===== src/logic/fhm_regs.svh =====
// Purpose: register offsets, command value, limits and sizes of the fault history memory
// Assumes: parameter bus with 16-bit word addresses; 32-bit registers span two words
// Notes: included by the design modules and the bench
`ifndef FHM_REGS_SVH
`define FHM_REGS_SVH

`define FHM_OFS_PWR_ON_LO 16'h3b04
`define FHM_OFS_PWR_ON_HI 16'h3b06
`define FHM_OFS_CLEAR 16'h3b08
`define FHM_OFS_REWIND 16'h3b0a
`define FHM_OFS_CODE 16'h3c02
`define FHM_OFS_CLASS 16'h3c04
`define FHM_OFS_TIME_LO 16'h3c06
`define FHM_OFS_TIME_HI 16'h3c07
`define FHM_OFS_QUAL 16'h3c08
`define FHM_OFS_SPEED 16'h3c10
`define FHM_OFS_CURRENT 16'h3c12
`define FHM_OFS_TEMP 16'h3c16
`define FHM_CMD_ONE 16'h0001
`define FHM_CLASS_MAX 3'h4
`define FHM_TIME_MAX 32'h1fffffff
`define FHM_DEPTH 8
`define FHM_PTR_W 3
`define FHM_CNT_W 4

`endif


===== src/logic/fhm_pkg.sv =====
// Purpose: types shared by the fault history memory
// Assumes: field widths are written here as literals, not taken from fhm_regs.svh
// Notes: none
package fhm_pkg;
  typedef struct packed {
    logic [15:0] code;
    logic [2:0] severity;
    logic [31:0] stamp;
    logic [15:0] extra;
    logic [15:0] speed;
    logic [15:0] current;
    logic [15:0] temp;
  } fhm_entry_t;

  typedef enum logic [1:0] {
    FHM_IDLE = 2'b01,
    FHM_ERASE = 2'b10
  } fhm_state_t;
endpackage


===== src/logic/fhm_store.sv =====
// Purpose: entry array of the fault history memory
// Assumes: one write port and one asynchronous read port
// Notes: no reset on the array; validity is tracked by the owner
`timescale 1ns/1ns
`include "fhm_regs.svh"
module fhm_store (
  // clock
  input wire logic core_clk,
  // write side
  input wire logic wr_en,
  input wire logic [`FHM_PTR_W-1:0] wr_idx,
  input wire fhm_pkg::fhm_entry_t wr_entry,
  // read side
  input wire logic [`FHM_PTR_W-1:0] rd_idx,
  output fhm_pkg::fhm_entry_t rd_entry
);
  fhm_pkg::fhm_entry_t mem [`FHM_DEPTH];

  always_ff @(posedge core_clk) begin
    if (wr_en) begin
      mem[wr_idx] <= wr_entry;
    end
  end

  assign rd_entry = mem[rd_idx];
endmodule


===== src/logic/fhm_top.sv =====
// Purpose: fault history memory with latched readout and power-on counter
// Assumes: single-cycle parameter bus, read data registered one cycle after strobe
// Notes: memory is a ring of FHM_DEPTH entries; overflow drops the oldest
`timescale 1ns/1ns
`include "fhm_regs.svh"
module fhm_top (
  // clock and reset
  input wire logic core_clk,
  input wire logic rstn,
  // parameter bus
  input wire logic par_rd,
  input wire logic par_wr,
  input wire logic [15:0] par_addr,
  input wire logic [15:0] par_wdata,
  output logic [15:0] par_rdata,
  output logic par_ack,
  // fault capture
  input wire logic flt_detect,
  input wire logic [15:0] flt_code,
  input wire logic [2:0] flt_severity,
  input wire logic [15:0] flt_extra,
  input wire logic [15:0] flt_speed,
  input wire logic [15:0] flt_current,
  input wire logic [15:0] flt_temp,
  input wire logic [31:0] op_seconds,
  // power-on event
  input wire logic power_on_pulse,
  // status
  output logic [`FHM_CNT_W-1:0] entry_count,
  output logic erase_busy
);
  // ---------------------------------------------------------------
  // state
  // ---------------------------------------------------------------
  typedef struct packed {
    fhm_pkg::fhm_state_t state;
    logic [`FHM_PTR_W-1:0] head;
    logic [`FHM_PTR_W-1:0] rd_ptr;
    logic [`FHM_CNT_W-1:0] count;
    logic [`FHM_CNT_W-1:0] rd_left;
    fhm_pkg::fhm_entry_t hold;
    logic [31:0] power_on;
    logic [15:0] rdata;
    logic ack;
  } fhm_state_all_t;

  fhm_state_all_t cur_ff, nxt_ff;
  fhm_pkg::fhm_entry_t rd_entry;
  fhm_pkg::fhm_entry_t new_entry;
  logic wr_en;
  logic [`FHM_PTR_W-1:0] oldest;
  logic [`FHM_PTR_W-1:0] wr_idx;

  function automatic logic [`FHM_PTR_W-1:0] ptr_inc(input logic [`FHM_PTR_W-1:0] p);
    ptr_inc = p + `FHM_PTR_W'(1);
  endfunction

  function automatic logic [15:0] sat_time(input logic [31:0] s, input logic hi);
    logic [31:0] t;
    t = (s > `FHM_TIME_MAX) ? `FHM_TIME_MAX : s;
    sat_time = hi ? t[31:16] : t[15:0];
  endfunction

  // ---------------------------------------------------------------
  // entry store
  // ---------------------------------------------------------------
  always_comb begin
    new_entry.code = flt_code;
    new_entry.severity = (flt_severity > `FHM_CLASS_MAX) ? `FHM_CLASS_MAX : flt_severity;
    new_entry.stamp = (op_seconds > `FHM_TIME_MAX) ? `FHM_TIME_MAX : op_seconds;
    new_entry.extra = flt_extra;
    new_entry.speed = flt_speed;
    new_entry.current = flt_current;
    new_entry.temp = flt_temp;
  end

  assign wr_en = flt_detect && (cur_ff.state == fhm_pkg::FHM_IDLE);
  assign wr_idx = cur_ff.head;
  assign oldest = cur_ff.head - cur_ff.count[`FHM_PTR_W-1:0];

  fhm_store u_store (
    .core_clk(core_clk),
    .wr_en(wr_en),
    .wr_idx(wr_idx),
    .wr_entry(new_entry),
    .rd_idx(cur_ff.rd_ptr),
    .rd_entry(rd_entry)
  );

  // ---------------------------------------------------------------
  // next state
  // ---------------------------------------------------------------
  always_comb begin
    logic rd_code;
    logic full;
    rd_code = par_rd && (par_addr == `FHM_OFS_CODE);
    full = (cur_ff.count == `FHM_CNT_W'(`FHM_DEPTH));
    nxt_ff = cur_ff;
    nxt_ff.ack = par_rd || par_wr;
    nxt_ff.rdata = 16'h0000;
    if (power_on_pulse) begin
      nxt_ff.power_on = cur_ff.power_on + 32'h00000001;
    end
    unique case (cur_ff.state)
      fhm_pkg::FHM_IDLE: begin
        if (wr_en) begin
          // append in time order, overwriting oldest when full
          nxt_ff.head = ptr_inc(cur_ff.head);
          if (!full) begin
            nxt_ff.count = cur_ff.count + `FHM_CNT_W'(1);
          end
          // all unread: overwritten entry is lost, else one more unread
          if (cur_ff.rd_left == `FHM_CNT_W'(`FHM_DEPTH)) begin
            nxt_ff.rd_ptr = ptr_inc(cur_ff.rd_ptr);
          end else begin
            nxt_ff.rd_left = cur_ff.rd_left + `FHM_CNT_W'(1);
          end
        end
        if (rd_code) begin
          if (cur_ff.rd_left != `FHM_CNT_W'(0)) begin
            nxt_ff.hold = rd_entry;
            nxt_ff.rd_ptr = ptr_inc(cur_ff.rd_ptr);
            nxt_ff.rd_left = nxt_ff.rd_left - `FHM_CNT_W'(1);
          end else begin
            nxt_ff.hold = '0;
          end
        end
        if (par_wr && (par_addr == `FHM_OFS_REWIND) && (par_wdata == `FHM_CMD_ONE)) begin
          nxt_ff.rd_ptr = wr_en && full ? ptr_inc(oldest) : oldest;
          nxt_ff.rd_left = nxt_ff.count;
        end
        if (par_wr && (par_addr == `FHM_OFS_CLEAR) && (par_wdata == `FHM_CMD_ONE)) begin
          nxt_ff.state = fhm_pkg::FHM_ERASE;
        end
      end
      fhm_pkg::FHM_ERASE: begin
        // erase takes one cycle; busy read back only by a poll in the same cycle as the clear write
        nxt_ff.count = '0;
        nxt_ff.rd_left = '0;
        nxt_ff.rd_ptr = cur_ff.head;
        nxt_ff.hold = '0;
        nxt_ff.state = fhm_pkg::FHM_IDLE;
      end
      default: begin
        nxt_ff.state = fhm_pkg::FHM_IDLE;
      end
    endcase
    if (par_rd) begin
      unique case (par_addr)
        `FHM_OFS_PWR_ON_LO: nxt_ff.rdata = cur_ff.power_on[15:0];
        `FHM_OFS_PWR_ON_HI: nxt_ff.rdata = cur_ff.power_on[31:16];
        `FHM_OFS_CLEAR: nxt_ff.rdata = {15'h0000, nxt_ff.state == fhm_pkg::FHM_ERASE};
        `FHM_OFS_REWIND: nxt_ff.rdata = 16'h0000;
        `FHM_OFS_CODE: nxt_ff.rdata = nxt_ff.hold.code;
        `FHM_OFS_CLASS: nxt_ff.rdata = {13'h0000, cur_ff.hold.severity};
        `FHM_OFS_TIME_LO: nxt_ff.rdata = sat_time(cur_ff.hold.stamp, 1'b0);
        `FHM_OFS_TIME_HI: nxt_ff.rdata = sat_time(cur_ff.hold.stamp, 1'b1);
        `FHM_OFS_QUAL: nxt_ff.rdata = cur_ff.hold.extra;
        `FHM_OFS_SPEED: nxt_ff.rdata = cur_ff.hold.speed;
        `FHM_OFS_CURRENT: nxt_ff.rdata = cur_ff.hold.current;
        `FHM_OFS_TEMP: nxt_ff.rdata = cur_ff.hold.temp;
        default: nxt_ff.rdata = 16'h0000;
      endcase
    end
  end

  always_ff @(posedge core_clk or negedge rstn) begin
    if (!rstn) begin
      cur_ff <= '{state: fhm_pkg::FHM_IDLE, default: '0};
    end else begin
      cur_ff <= nxt_ff;
    end
  end

  assign par_rdata = cur_ff.rdata;
  assign par_ack = cur_ff.ack;
  assign entry_count = cur_ff.count;
  assign erase_busy = cur_ff.state[1];

  // ---------------------------------------------------------------
  // checks
  // ---------------------------------------------------------------
  latch_on_read_a: assert property (@(posedge core_clk) disable iff (!rstn)
    (par_rd && par_addr == `FHM_OFS_CODE && cur_ff.state == fhm_pkg::FHM_IDLE && cur_ff.rd_left != 0
     && !(par_wr && par_addr == `FHM_OFS_CLEAR))
    |=> (cur_ff.hold == $past(rd_entry) && par_rdata == $past(rd_entry.code)))
    else $error("entry not latched on code read");
  ptr_advance_a: assert property (@(posedge core_clk) disable iff (!rstn)
    (par_rd && !par_wr && par_addr == `FHM_OFS_CODE && cur_ff.state == fhm_pkg::FHM_IDLE && cur_ff.rd_left != 0
     && !wr_en) |=> cur_ff.rd_ptr == $past(cur_ff.rd_ptr) + 3'h1)
    else $error("read pointer did not advance");
  rewind_oldest_a: assert property (@(posedge core_clk) disable iff (!rstn)
    (par_wr && par_addr == `FHM_OFS_REWIND && par_wdata == 16'h0001 && cur_ff.state == fhm_pkg::FHM_IDLE && !wr_en)
    |=> (cur_ff.rd_ptr == cur_ff.head - cur_ff.count[2:0] && cur_ff.rd_left == cur_ff.count))
    else $error("rewind missed oldest entry");
  clear_empties_a: assert property (@(posedge core_clk) disable iff (!rstn)
    (par_wr && par_addr == `FHM_OFS_CLEAR && par_wdata == 16'h0001 && cur_ff.state == fhm_pkg::FHM_IDLE)
    |=> erase_busy ##1 (entry_count == 0 && !erase_busy))
    else $error("clear did not empty memory");
  clear_reads_a: assert property (@(posedge core_clk) disable iff (!rstn)
    (par_rd && par_addr == `FHM_OFS_CLEAR && cur_ff.state == fhm_pkg::FHM_IDLE && !par_wr)
    |=> par_rdata == 16'h0000)
    else $error("clear register not zero when idle");
  class_range_a: assert property (@(posedge core_clk) disable iff (!rstn)
    cur_ff.hold.severity <= 3'h4)
    else $error("error class out of range");
  power_count_a: assert property (@(posedge core_clk) disable iff (!rstn)
    power_on_pulse |=> cur_ff.power_on == $past(cur_ff.power_on) + 32'h1)
    else $error("power-on count not incremented");
  time_cap_a: assert property (@(posedge core_clk) disable iff (!rstn)
    cur_ff.hold.stamp <= 32'h1fffffff)
    else $error("error time above limit");
  entry_append_a: assert property (@(posedge core_clk) disable iff (!rstn)
    (wr_en && entry_count < 4'h8) |=> entry_count == $past(entry_count) + 4'h1)
    else $error("fault not appended");
  ack_answer_a: assert property (@(posedge core_clk) disable iff (!rstn)
    (par_rd || par_wr) |=> par_ack)
    else $error("bus access not acknowledged");
  rdata_idle_a: assert property (@(posedge core_clk) disable iff (!rstn)
    !par_rd |=> par_rdata == 16'h0000)
    else $error("read data not cleared after read");
  rewind_refuse_a: assert property (@(posedge core_clk) disable iff (!rstn)
    (par_wr && par_addr == `FHM_OFS_REWIND && par_wdata != 16'h0001 && !par_rd && !wr_en)
    |=> cur_ff.rd_ptr == $past(cur_ff.rd_ptr))
    else $error("rewind taken with wrong value");
  power_hold_a: assert property (@(posedge core_clk) disable iff (!rstn)
    !power_on_pulse |=> cur_ff.power_on == $past(cur_ff.power_on))
    else $error("power-on count changed without event");
endmodule


===== config.mk =====
export PLATFORM = sky130hd
export DESIGN_NAME = fhm_top
export DESIGN_NICKNAME = d
export VERILOG_FILES = /design/src/logic/fhm_pkg.sv /design/src/logic/fhm_store.sv /design/src/logic/fhm_top.sv
export VERILOG_INCLUDE_DIRS = /design/src /design/src/logic
export SDC_FILE = /design/constraint.sdc
export NUM_CORES = 1
export LEC_CHECK = 0
export BUFFER_PORTS_ARGS = -buffer_cell sky130_fd_sc_hd__buf_2
export CORE_MARGIN = 5
export CORE_UTILIZATION = 45
export DETAILED_ROUTE_END_ITERATION = 12
export PLACE_DENSITY = 0.71
export SYNTH_ARGS = -nofsm -noshare
export SYNTH_HDL_FRONTEND = slang
export SYNTH_SLANG_ARGS = --single-unit
export TNS_END_PERCENT = 100

===== constraint.sdc =====
create_clock -name core_clk -period 18.65 [get_ports core_clk]
set_clock_uncertainty 0.2 [all_clocks]
set_input_delay 0.9325 -clock core_clk [delete_from_list [all_inputs] [get_ports core_clk]]
set_output_delay 0.9325 -clock core_clk [all_outputs]
set_load 0.05 [all_outputs]

After elaboration in Yosys (flattened, before gate mapping)
Memory sizes are Yosys's and may differ from the RTL's. Cells that the tools add are included.

Add/sub/neg operators: 8. Order comparisons: 3. Eq/ne operators: 20. Multiplexer cells: 23. Reduce and logical (&&, ||, !) cells: 12.

Operators by type and width (number): $pmux 126 s2 (1); $eq 16x14->1 const B (12); $pmux 16 s11 (1); $mux 119 (1); $mux 115 (1); $gt 32x29->1 const B (2); $mux 32 (2); $add 32x1->32 const B (1); $mux 14 (2); $mux 3 (6); $eq 16x1->1 const B (1); $mux 16 (1); $mux 4 (4); $add 3x1->3 const B (3); $add 4x1->4 const B (2); $eq 4x4->1 const B (2); $logic_and 1x1->1 (7); $eq 2x2->1 const B (2); $mux 2 (2); $reduce_and 2->1 (2); $reduce_bool 4->1 (1); $sub 4x1->4 const B (1); $gt 3x3->1 const B (1); $sub 3x3->3 (1); 6 further kinds (7).

Bits in registers: 180. Memory bits (writable): 920. Memories: 1.

Memory list: u_store.mem (words 8, bits a word 115, read ports 1, clocked after Yosys merged registers in 0, write ports 1, RTL line fhm_store.sv:17) `` fhm_pkg::fhm_entry_t mem [`FHM_DEPTH]; ``.

Logic depth before layout (Yosys ltp)
Depth in word-level cells: 11. Depth in mapped cells: 12. Depth with buffers taken out: 11.

By module
From an unflattened synthesis, not the netlist that was laid out.

Cells, all modules: 2192. Area, all modules: 44037.2 um^2.

Modules (own cells, without submodules): fhm_store (instances 1, cells each 1343, area an instance 34946.0 um^2, seq. area each 27626.5 um^2); fhm_top (instances 1, cells each 849, area an instance 9091.2 um^2, seq. area each 4505.6 um^2).

Least setup slack after synthesis
Ideal clock, no wire load.

Path kind: reg-to-reg. Start: reg cur_ff (netlist bit erase_busy). End: mem u_store.mem[0][0] (netlist name) (enable). Library setup time: 0.872 ns. Data arrival time: 12.146 ns. Required time: 17.578 ns. Slack: 5.432 ns. Stages on the path, launching flop included: 6. Buffers on the path: 1. Clock period less this slack: 13.218 ns. Path through: dfrtp_1 > inv_1 > ha_1 > clkbuf_1 > nand2_1 > nor4_1.

Longest elaborated chain between the ends: 4.

Ends and longest elaborated chain: from (decl) (RTL line fhm_top.sv:47) `fhm_state_all_t cur_ff, nxt_ff;`; from (signal assigned) (RTL line fhm_top.sv:171) `cur_ff <= nxt_ff;`; $eq 2x1->1 (RTL line fhm_top.sv:77) `assign wr_en = flt_detect && (cur_ff.state == fhm_pkg::FHM_IDLE);`; $logic_and 1x1->1 (RTL line fhm_top.sv:77); $mux 1 (RTL line fhm_store.sv:20) `if (wr_en) begin`; $mux 1 (not written as such) (RTL line fhm_store.sv:21) `mem[wr_idx] <= wr_entry;`; to (decl) (RTL line fhm_store.sv:17).

Every way passes these cells.

Worst setup path in the final report
Start: reg cur_ff[178] (netlist name). End: mem u_store.mem[3][94] (netlist name) (enable).

The elaborated chain is that of the path after synthesis.

==> summary.md <==
| Metric | Value |
|---|---|
| Status | `complete, no violations` |
| Max Clk Rate | `227 MHz` |
| Htree depth | `3` |
| Die area | `0.102 sq mm` |
| Final setup vio count | `0` |
| Synth cell types | `66` |
| Fin. max-slew vios | `0` |
| Hold WS | `129 ps` |
| CTS Buf Count | `107` |
| Tot GR Track Use | `0.194` |
| Final non-filler cell total | `3854` |
| Sequential power share | `0.467` |
| Max-cap violation count | `0` |
| Flip-flop and latch count after synthesis | `1100` |
| CTS clk-pin slew, worst paths | `60 ps` |
| Maximum vdd drop | `128 uV` |
| 1st-iter DRT viols | `2260` |
| Register area share after synthesis | `0.743` |
| Slew HR | `0.197` |
| Static leakage | `0.0164 uW` |
| Final #Nets | `2648` |
| Root Buffer | `clkbuf_16` |
| Sequential cell area | `0.0321 sq mm` |
| Worst-Margin Slew | `1210 ps` |
| Die width | `320 microns` |
| Cell Count Post-Placement | `3638` |
| RSZ-0062 raised after global routing | `false` |
| Synth-to-layout area growth | `13.3%` |
| Filler Cells Inserted | `7355` |
| Routed WL | `100000 microns` |
| Sinks on Clock Net | `1100` |
| First-pass DRT Iterations | `6` |
| CTS tree | `done` |
| Routed len/inst | `26.0 microns` |
| Hold Buf Count CTS | `0` |
| Switching share of total power | `0.278` |
| Hold Crit Class | `primary input to asynchronous set/reset pin` |
| Pwr Total | `6700 uW` |
| Initial antenna violation count | `29` |
| CP cell instances | `ha_1 -> and2_1 -> nand2_1 -> nor2_4 -> buf_4` |
| Core area | `0.0952 sq mm` |
| Pin count of the biggest net entering global routing | `116` |
| Synthesized area per cell | `18.9 sq um` |
| Remaining DRCs | `0` |
| Cell Area, Synth | `0.0432 sq mm` |
| Fin Setup TNS | `0 ps` |
| IO buf count | `174` |
| Tmin final | `4400 ps` |
| Clk pwr share | `0.309` |
| CP Max Fanout | `50` |
| WP data arrival | `4500 ps` |
| Cell Rows | `113` |
| Startpoint Class | `flip-flop` |
| CP Class | `flip-flop to flip-flop` |
| Number of synthesis warnings | `0` |
| HPWL Detailed | `58900 microns` |
| Post-cts resize count | `0` |
| Antenna Nets Post-Route | `0` |
| First-pass GRT wire length | `149000 microns` |
| Share of layout cells above drive strength 1 | `0.242` |
| Top_reg_cell synth | `edfxtp_1` |
| Global route overflow | `0` |
| Crit end category | `flip-flop` |
| I/O pins | `175` |
| CP required | `18740 ps` |
| Vias/cell | `5.74` |
| P_int | `4840 uW` |
| Power per cell area | `137 mW/mm^2` |
| Clock latency on the worst-skew pair | `680 ps` |
| Final worst setup slack | `14250 ps` |
| Pre-CTS setup slack | `14260 ps` |
| CP max stage cell | `nor2_4` |
| Combinational share of power | `0.224` |
| Slowest cell delay on critical path | `920 ps` |
| Ys async rst share | `0.164` |
| Postcts setup bufs | `0` |
| Clock tree buffer depth | `3` |
| Final worst-path cycle share | `0.236` |
| Vias | `22100` |
| Switching power | `1860 uW` |
| Final Hold Viols | `0` |
| Routability cong. | `0.912` |
| Initial Util | `0.454` |
| Post-Syn Instances | `2283` |
| Vias in the first global route | `22800` |
| Die height | `320 microns` |
| Post-synth EDFFs | `920` |
| Area of the multi-input gates | `0.0106 sq mm` |
## logic make-up after synthesis
kind of cell             Yosys count  share of synthesized area
flip-flops                      1100                      0.743
adder cells (fa/ha/maj)           13                    0.00394
AO/OA/AOI/OAI                    255                     0.0379
other                              1                  0.0000868
AND/OR/NAND/NOR                  365                     0.0407
buffers and inverters            149                     0.0160
XOR/XNOR                          46                    0.00932
multiplexers                     354                      0.149
## critical path, delay by kind of cell, from the launching register on
family / cells / cell delay [ps]
buf+inv: 1 / 790
fa+ha+maj: 1 / 590
flops: 1 / 530
simple gates: 3 / 1780
## power by group through the flow
stage | logic (uW) | registers (uW) | clock network (uW)
floorplan | 1120 | 3170 | 0
global placement | 1520 | 3160 | 0
detailed placement | 1540 | 3180 | 0
CTS | 1540 | 3130 | 2110
global route | 1620 | 3160 | 2220
finish | 1500 | 3130 | 2070
## worst paths after layout
path	from	depth (start not counted)	slack, ps	end
worst min-delay path	rstn	1	130	par_rdata[11]$_DFF_PN0_
worst max-delay path	cur_ff[178]$_DFF_PN1_	5	14250	u_store.mem[3][94]$_DFFE_PP_
min in group core_clk	cur_ff[126]$_DFFE_PN0P_	2	290	cur_ff[126]$_DFFE_PN0P_
worst min register to register	cur_ff[126]$_DFFE_PN0P_	2	290	cur_ff[126]$_DFFE_PN0P_
max in group asynchronous	rstn	2	16430	cur_ff[82]$_DFFE_PN0P_
worst max register to register	cur_ff[178]$_DFF_PN1_	5	14250	u_store.mem[3][94]$_DFFE_PP_
## state kept, by name, indices dropped and copies added (netlist names)
signal / count
cur_ff: 155
entry_count: 4
erase_busy: 1
par_ack: 1
par_rdata: 16
u_store.mem: 920
wr_idx: 3
## area by class of cell
class                           instances  share of cell area
Sequential cell                      1100               0.657
Multi-Input combinational cell       1057               0.216
Clock buffer                          143              0.0598
Tap cell                             1265              0.0323
Timing Repair Buffer                  204              0.0238
Clock inverter                         56             0.00966
Inverter                               12            0.000920
Antenna cell                           17            0.000869
## routing by layer
layer  up-vias  share of wire  GRT usage  routed length, microns
met1     11600           0.41      0.270                   40800
li1       9521              -          -                       -
met3       161          0.089     0.0496                    8890
met2       863           0.48      0.305                   47800
met4        14          0.026     0.0583                    2580
met5         -        0.00096          0                      96
## cell usage in the layout, fill, tap and decap left out, drive strengths merged, types with 12 or more instances in the layout
cell	synthesis	final
edfxtp	920	920
nand2b	31	31
o21ai	127	127
xor2	13	13
xnor2	33	33
nor2	50	50
mux4	230	230
conb	1	24
diode	0	17
o22ai	15	15
nand2	180	180
and3	13	13
mux2i	122	122
a22o	13	13
a31oi	14	14
ha	12	12
buf	59	203
a22oi	15	15
nand3	21	21
inv	12	15
dfrtp	179	179
clkbuf	78	144
clkinv	0	42
a21oi	25	25
nand4	13	13
## stage by stage
step | instance area (sq um) | utilization
floorplan | 43300 | -
global placement | 45500 | 0.478
detailed placement | 45500 | 0.478
CTS | 48900 | 0.514
global route | 48900 | 0.514
finish | 49000 | 0.515
## Yosys cell counts (all sizes together), types with 21 or more instances
cell type,number,share of area
dfrtp,179,0.10
o21ai,127,0.015
nor2,50,0.0045
mux4,230,0.12
xnor2,33,0.0067
edfxtp,920,0.64
nand3,21,0.0024
nand2b,31,0.0045
buf,59,0.0082
clkbuf,78,0.0068
mux2i,122,0.028
nand2,180,0.016
a21oi,25,0.0029
No activity file was read; power rests on OpenSTA's default activity.
